## config.mk

```make
export PLATFORM = sky130hd
export DESIGN_NAME = anps_regs
export DESIGN_NICKNAME = d
export VERILOG_FILES = /design/src/anps_pkg.sv /design/src/anps_regs.sv
export SDC_FILE = /design/constraint.sdc
export NUM_CORES = 1
export LEC_CHECK = 0
export BUFFER_PORTS_ARGS = -buffer_cell sky130_fd_sc_hd__buf_2
export CORE_MARGIN = 5
export CORE_UTILIZATION = 34
export CTS_BUF_LIST = sky130_fd_sc_hd__clkbuf_8
export CTS_CLUSTER_SIZE = 10
export DETAILED_ROUTE_END_ITERATION = 16
export GPL_ROUTABILITY_DRIVEN = 0
export MAX_ROUTING_LAYER = met4
export PLACE_DENSITY = 0.63
export SYNTH_ARGS = -nofsm -noshare
export SYNTH_HDL_FRONTEND = slang
export SYNTH_SLANG_ARGS = --single-unit
```

## constraint.sdc

```tcl
create_clock -name clk_i -period 1.5 [get_ports clk_i]
set_input_delay 0.075 -clock clk_i [delete_from_list [all_inputs] [get_ports clk_i]]
set_output_delay 0.075 -clock clk_i [all_outputs]
set_load 0.03 [all_outputs]
```

## src/anps_pkg.sv

```systemverilog
// constants for the auto-negotiation page and status register group
package anps_pkg;

    // ========================================================
    // register indexes and byte addresses
    localparam logic [5:0] ANPS_IDX_PARTNER   = 6'h05;
    localparam logic [5:0] ANPS_IDX_EXPANSION = 6'h06;
    localparam logic [5:0] ANPS_IDX_NEXT_PAGE = 6'h07;
    localparam logic [5:0] ANPS_IDX_IRQ_STS   = 6'h10;
    localparam logic [5:0] ANPS_IDX_IRQ_MASK  = 6'h11;
    localparam logic [7:0] ANPS_ADDR_PARTNER   = {ANPS_IDX_PARTNER, 2'b00};
    localparam logic [7:0] ANPS_ADDR_EXPANSION = {ANPS_IDX_EXPANSION, 2'b00};
    localparam logic [7:0] ANPS_ADDR_NEXT_PAGE = {ANPS_IDX_NEXT_PAGE, 2'b00};
    localparam logic [7:0] ANPS_ADDR_IRQ_STS   = {ANPS_IDX_IRQ_STS, 2'b00};
    localparam logic [7:0] ANPS_ADDR_IRQ_MASK  = {ANPS_IDX_IRQ_MASK, 2'b00};

    // ========================================================
    // expansion register bit positions
    localparam int ANPS_EXP_BASE_PAGE = 5;
    localparam int ANPS_EXP_PAR_FAULT = 4;
    localparam int ANPS_EXP_LP_NP     = 3;
    localparam int ANPS_EXP_LOCAL_NP  = 2;
    localparam int ANPS_EXP_PAGE_RX   = 1;
    localparam int ANPS_EXP_LP_AN     = 0;

    // ========================================================
    // outgoing next page word layout and reset value
    localparam int ANPS_NP_MORE_PAGES = 15;
    localparam int ANPS_NP_RSVD       = 14;
    localparam int ANPS_NP_MSG_KIND   = 13;
    localparam int ANPS_NP_COMPLY     = 12;
    localparam int ANPS_NP_TOGGLE     = 11;
    localparam logic [15:0] ANPS_NP_RST = 16'h2001;

    // ========================================================
    // partner word layout, reset values, counts
    localparam int ANPS_PARTNER_BITS = 7;
    localparam logic [6:0] ANPS_PARTNER_RST = 7'h00;
    localparam logic [1:0] ANPS_MATCH_COUNT = 2'h3;
    localparam int ANPS_IRQ_PAGE_RX   = 0;
    localparam int ANPS_IRQ_PAR_FAULT = 1;
    localparam logic [1:0] ANPS_IRQ_RST = 2'h0;

endpackage

```

## src/anps_regs.sv

```systemverilog
// auto-negotiation partner, expansion and next page registers on apb
//
// The implementer's own choice: register access over APB.
module anps_regs (
    // clock and reset
    input  wire logic        clk_i,
    input  wire logic        rst_n_i,
    // apb slave
    input  wire logic        psel_i,
    input  wire logic        penable_i,
    input  wire logic        pwrite_i,
    input  wire logic [7:0]  paddr_i,
    input  wire logic [31:0] pwdata_i,
    output logic      [31:0] prdata_o,
    output logic             pready_o,
    output logic             pslverr_o,
    // negotiation state machine side
    input  wire logic        lcw_valid_i,
    input  wire logic [15:0] lcw_i,
    input  wire logic        base_page_i,
    input  wire logic        par_fault_i,
    input  wire logic        lp_np_able_i,
    input  wire logic        lp_an_able_i,
    output logic      [15:0] np_word_o,
    // interrupt
    output logic             irq_o
);

    // ========================================================
    // state
    logic [6:0]  partner_q;
    logic [15:0] last_lcw_q;
    logic [1:0]  match_cnt_q;
    logic        pdf_q;
    logic        page_rx_q;
    logic [15:0] np_q;
    logic [1:0]  irq_sts_q;
    logic [1:0]  irq_mask_q;
    logic [31:0] prdata_q;
    logic        pready_q;
    logic        pslverr_q;
    logic        irq_q;

    // ========================================================
    // apb decode
    wire         access    = psel_i & penable_i;
    wire         take      = access & ~pready_q;   // first access cycle
    wire         done      = access & pready_q;    // completion edge
    wire         hit_part  = paddr_i == anps_pkg::ANPS_ADDR_PARTNER;
    wire         hit_exp   = paddr_i == anps_pkg::ANPS_ADDR_EXPANSION;
    wire         hit_np    = paddr_i == anps_pkg::ANPS_ADDR_NEXT_PAGE;
    wire         hit_sts   = paddr_i == anps_pkg::ANPS_ADDR_IRQ_STS;
    wire         hit_mask  = paddr_i == anps_pkg::ANPS_ADDR_IRQ_MASK;
    wire         mapped    = hit_part | hit_exp | hit_np | hit_sts | hit_mask;
    wire         wr_done   = done & pwrite_i & mapped;
    wire         exp_rd    = done & ~pwrite_i & hit_exp;

    // ========================================================
    // link code word matching
    // a repeat counts while valid words arrive unchanged; idle cycles between them do not restart it
    wire         same_word = lcw_i == last_lcw_q;
    wire         page_hit  = lcw_valid_i & same_word &
                             (match_cnt_q == anps_pkg::ANPS_MATCH_COUNT - 2'h1);
    wire [1:0]   cnt_inc   = (match_cnt_q == anps_pkg::ANPS_MATCH_COUNT) ?
                             match_cnt_q : match_cnt_q + 2'h1;
    wire [1:0]   cnt_d     = same_word ? cnt_inc : 2'h1;

    // ========================================================
    // read views
    wire [15:0]  exp_view  = {10'h000,
                              base_page_i,
                              pdf_q,
                              lp_np_able_i,
                              1'b1,
                              page_rx_q,
                              lp_an_able_i};
    wire [15:0]  part_view = {9'h000, partner_q};
    wire [31:0]  rd_data   = hit_part ? {16'h0000, part_view} :
                             hit_exp  ? {16'h0000, exp_view} :
                             hit_np   ? {16'h0000, np_q} :
                             hit_sts  ? {30'h0, irq_sts_q} :
                             hit_mask ? {30'h0, irq_mask_q} : 32'h0;

    // ========================================================
    // next page word write value, bit 14 forced low
    wire [15:0]  np_d      = {pwdata_i[15], 1'b0, pwdata_i[13:0]};
    wire [1:0]   irq_ev    = {par_fault_i, page_hit};
    wire [1:0]   sts_clr   = (done & pwrite_i & hit_sts) ?
                             pwdata_i[1:0] : 2'h0;

    // ========================================================
    // apb answer: one wait state, data registered for clean outputs
    always_ff @(posedge clk_i)
    begin
        if (!rst_n_i)
        begin
            pready_q  <= 1'b0;
            prdata_q  <= 32'h0;
            pslverr_q <= 1'b0;
        end
        else
        begin
            pready_q  <= take;
            pslverr_q <= take & ~mapped;
            if (take & ~pwrite_i)
                prdata_q <= rd_data;
        end
    end

    // ========================================================
    // code word counter
    always_ff @(posedge clk_i)
    begin
        if (!rst_n_i)
        begin
            last_lcw_q  <= 16'h0000;
            match_cnt_q <= 2'h0;
        end
        else if (lcw_valid_i)
        begin
            last_lcw_q  <= lcw_i;
            match_cnt_q <= cnt_d;
        end
    end

    // ========================================================
    // partner base page capture on an accepted base page
    always_ff @(posedge clk_i)
    begin
        if (!rst_n_i)
            partner_q <= anps_pkg::ANPS_PARTNER_RST;
        else if (page_hit & base_page_i)
            partner_q <= lcw_i[6:0];
    end

    // ========================================================
    // latching-high flags; a new event wins over the read clear
    always_ff @(posedge clk_i)
    begin
        if (!rst_n_i)
        begin
            pdf_q     <= 1'b0;
            page_rx_q <= 1'b0;
        end
        else
        begin
            pdf_q     <= par_fault_i | (pdf_q & ~exp_rd);
            page_rx_q <= page_hit | (page_rx_q & ~exp_rd);
        end
    end

    // ========================================================
    // outgoing next page word
    always_ff @(posedge clk_i)
    begin
        if (!rst_n_i)
            np_q <= anps_pkg::ANPS_NP_RST;
        else if (wr_done & hit_np)
            np_q <= np_d;
    end

    // ========================================================
    // interrupt status, mask and level output
    always_ff @(posedge clk_i)
    begin
        if (!rst_n_i)
        begin
            irq_sts_q  <= anps_pkg::ANPS_IRQ_RST;
            irq_mask_q <= anps_pkg::ANPS_IRQ_RST;
            irq_q      <= 1'b0;
        end
        else
        begin
            irq_sts_q <= irq_ev | (irq_sts_q & ~sts_clr);
            if (wr_done & hit_mask)
                irq_mask_q <= pwdata_i[1:0];
            irq_q <= |(irq_sts_q & irq_mask_q);
        end
    end

    // ========================================================
    // outputs
    assign prdata_o  = prdata_q;
    assign pready_o  = pready_q;
    assign pslverr_o = pslverr_q;
    assign np_word_o = np_q;
    assign irq_o     = irq_q;
endmodule

```

==> tab_implementation.tex <==
\begin{tabular}{lr}
\hline
Metric & Value \\
\hline
\multicolumn{2}{l}{\textbf{Hold path}} \\
\quad Path type of the worst min-delay path & input pin to flip-flop \\
\multicolumn{2}{l}{\textbf{Die}} \\
\quad Floorplan row count & 34 \\
\quad Die height & between 100 and 150 microns \\
\quad X dimension of the die & 105 microns \\
\quad Area of the die & 11100 sq um \\
\quad Ports placed on the boundary & 117 \\
\quad Area of the core & 8760 sq um \\
\quad Initial Utilization & 35.2\% \\
\multicolumn{2}{l}{\textbf{Pwr}} \\
\quad Highest ir drop seen on vdd & 0.603 mV \\
\quad Leakage & roughly 1.8 nW \\
\quad Power Dens Cells & 967 nW/um\^{}2 \\
\quad Overall power & 4.08 mW \\
\multicolumn{2}{l}{\textbf{Synth}} \\
\quad EDFF count, synth & 0 \\
\quad Count of cell types in the netlist & 44 \\
\quad Number of register bits inferred by synthesis & 64 \\
\quad Sequential element share of the synthesized area & 41.6\% \\
\quad Synth area leader & dfxtp\_1 \\
\quad Cell count after synthesis & $\sim$320 \\
\quad Area share of the largest cell type after synthesis & 41.6\% \\
\quad Summed instance area of the synthesized netlist & just over 3000 sq um \\
\quad Leading post-synthesis cells by cell area & dfxtp\_1 42\%, mux2i\_1 13\%, nor2b\_1 9.3\% \\
\quad Number of warning messages in the yosys log & 0 \\
\quad Syn Area/Cell & roughly 9.7 sq um \\
\quad Primary flip-flop cell chosen by synthesis mapping & dfxtp\_1 \\
\quad FFs w/ async S/R, synth & 0\% \\
\multicolumn{2}{l}{\textbf{Global route}} \\
\quad Overall track demand over capacity in global routing & 14.4\% \\
\quad Initial antenna violation count & 0 \\
\quad Wire length of the first global-routing pass & between 10000 and 15000 microns \\
\quad Total global routing overflow & 0 \\
\quad Maximum number of pins on one net before global-route repair & 35 \\
\quad Vias in the first global route & 2571 \\
\multicolumn{2}{l}{\textbf{Timing}} \\
\quad Number of hold-slack violations in the final timing report & 0 \\
\quad Setup violators final & 7 \\
\quad Final Max Slew Viols & 0 \\
\quad Part of the cycle the worst path needs & 104\% \\
\quad Final worst setup slack & -0.0610 ns \\
\quad RSZ-0062 raised after global routing & yes \\
\quad Worst setup skew after layout & 0.00968 ns \\
\quad Post-route minimum period & about 1.6 ns \\
\quad Highest attainable clock frequency & roughly 640 MHz \\
\multicolumn{2}{l}{\textbf{Layout}} \\
\quad Fill cell instance count of the final layout & 813 \\
\quad Area growth syn-to-layout & 37.1\% \\
\quad Final std cells w/o fill & 550 \\
\quad Share of post-route cells with drive strength above 1 & around 34\% \\
\quad Count of nets after finishing & 505 \\
\quad Design area & 4230 sq um \\
\quad Number of inserted diodes & 0 \\
\multicolumn{2}{l}{\textbf{Detailed routing}} \\
\quad Final routed DRC violation total & 0 \\
\quad Detailed-route vias per instance & 4.67 \\
\quad Number of DRC markers after the initial detailed-route iteration & 98 \\
\quad Routed via count & 2566 \\
\quad Wire per inst & 14.1 microns \\
\quad Remaining antenna violation count & 0 \\
\quad Total routed wirelength & approximately 7700 microns \\
\quad Number of search-and-repair iterations in the first detailed-routing pass & 5 \\
\multicolumn{2}{l}{\textbf{Clock network}} \\
\quad Root buffer cell & clkbuf\_8 \\
\quad Worst-Skew Late Latency & around 0.35 ns \\
\quad Clock transition at the registers of the reported paths & approximately 0.07 ns \\
\quad Maximum buffer depth of the clock tree & 2 \\
\quad TritonCTS clock tree & yes \\
\quad Number of buffers created by CTS & 9 \\
\quad Htree depth & 3 \\
\quad Number of clock sinks & 64 \\
\multicolumn{2}{l}{\textbf{Worst setup path}} \\
\quad Critical setup path kind & flip-flop to flip-flop \\
\quad Data required time at the worst endpoint & 1.77 ns \\
\quad Startpoint types & flip-flop \\
\quad Maximum fanout along the worst path & 4 \\
\quad Data arrival time at the worst-slack endpoint & 1.83 ns \\
\quad Capturing element type of the critical path & flip-flop \\
\multicolumn{2}{l}{\textbf{Placement}} \\
\quad \# port buffers & 81 \\
\quad Cell area after placement & between 3000 and 4000 sq um \\
\quad Worst Setup Slack post-DPL & -0.113 ns \\
\quad HPWL reported at the end of detailed placement & 5540 microns \\
\quad Number of instances in the placed design & 514 \\
\multicolumn{2}{l}{\textbf{Run}} \\
\quad Number of max-capacitance violations reported & 0 \\
\multicolumn{2}{l}{\textbf{Run status}} \\
\quad Outcome & finished, violations left \\
\quad Violated checks & negative setup slack \\
\hline
\end{tabular}
per-stage QoR:
stage	hold slack (ns)	setup TNS (ns)	util, %
6_report	0.0131	-0.342	48.2
5_1_grt	0.0312	-1.51	48.2
4_1_cts	0.00396	-0.455	47.7
3_5_place_dp	0.299	-1.92	42.2
3_3_place_gp	0.295	-1.17	42.2
2_1_floorplan	0.176	-0.304	-
flip-flops by register name (all words and copies together) (netlist names):
register	cells
irq_mask_q	2
irq_o	1
irq_sts_q	2
last_lcw_q	16
match_cnt_q	2
np_word_o	15
page_rx_q	1
partner_q	7
pdf_q	1
prdata_o	15
pready_o	1
pslverr_o	1
cells in the final DEF, fill, tap and decap left out, types with 2 or more instances in the layout:
| cell | n |
|---|---|
| bufinv_16 | 3 |
| inv_1 | 2 |
| dlygate4sd3_1 | 18 |
| dfxtp_2 | 7 |
| o21ai_0 | 13 |
| buf_4 | 23 |
| buf_2 | 81 |
| clkbuf_8 | 10 |
| nand4_1 | 6 |
| xnor2_2 | 4 |
| conb_1 | 18 |
| buf_12 | 2 |
| nand3_1 | 5 |
| nor2b_1 | 45 |
| xnor2_1 | 12 |
| mux2_2 | 4 |
| a21oi_1 | 4 |
| and2_1 | 8 |
| nand2b_1 | 2 |
| mux2i_1 | 39 |
| dfxtp_1 | 56 |
| nand2_1 | 29 |
| a22oi_1 | 15 |
| nor2_1 | 3 |
| ha_1 | 2 |
power breakdown:
part           leakage, nW  internal (mW)  switching (mW)
logic                 1.14          0.220           0.247
clock network        0.127           1.16           0.697
registers            0.523           1.74          0.0251
total                 1.79           3.11           0.970
critical path, cell delays in order (launching register included):
cell and delay, ns:
dfxtp_2 0.34, xnor2_2 0.13, nand4_1 0.15, nor4_4 0.31, and4_1 0.25, buf_6 0.13
mux2i_1 0.18
synth_stat cells, types with 2 or more instances:
library cell	count
dfxtp_1	64
nor2b_1	46
mux2i_1	40
nand2_1	29
buf_4	19
xnor2_1	16
a22oi_1	15
o21ai_0	13
clkbuf_1	11
and2_1	9
nand4_1	6
nand3_1	5
a21oi_1	4
mux2_2	4
buf_2	3
nor2_1	3
buf_1	2
ha_1	2
inv_1	2
nand2b_1	2
kinds of logic (layout without fill, tap and decap cells):
logic type	Yosys count	count (layout)	synth area share, %
AOI/OAI and AO/OA	42	42	9.86
other	1	18	0.122
xor gates and xnor gates	16	16	4.55
adders and majority gates	2	2	0.812
DFF	64	64	41.6
and+or+nand+nor	111	111	20.9
muxes	45	45	14.9
buffers and inverters	38	144	7.31
per-layer routing:
metal | up-vias | wire [microns] | share of wire, % | track usage (%)
met2 | 93 | 3570 | 46 | 22.1
met5 | - | 0 | 0 | -
met4 | 0 | 72 | 0.93 | 3.84
li1 | 1301 | - | - | -
met3 | 8 | 586 | 7.6 | 5.68
met1 | 1164 | 3510 | 45 | 17.6
layout make-up:
type	instances	area, sq um	share of cell area (%)
Tap cell	108	135	3.20
Sequential cell	64	1290	30.6
Clock inverter	6	114	2.69
Multi-Input combinational cell	234	1700	40.3
Timing Repair Buffer	126	835	19.8
Clock buffer	10	138	3.26
Inverter	2	7.51	0.178
what timing repair did:
action | in CTS | in global routing
buffers inserted | 1 | 1
resized for setup | 9 | 5
setup endpoints to repair | 7 | 24
gates cloned | 0 | 1
pin swaps | 11 | 5
hold buffers | 18 | 0
endpoints found under the hold margin | 17 | 0
final timing paths:
| check | start | end | slack [ns] | cells past startpoint |
|---|---|---|---|---|
| hold reg to reg | pready_o | pready_o | 0.45 | 1 |
| hold / removal | pwdata_i[9] | np_word_o[9] | 0.01 | 3 |
| setup / recovery | last_lcw_q[13] | partner_q[5] | -0.06 | 6 |
| setup reg to reg | last_lcw_q[13] | partner_q[5] | -0.06 | 6 |
(Power assumes the default switching activity.)
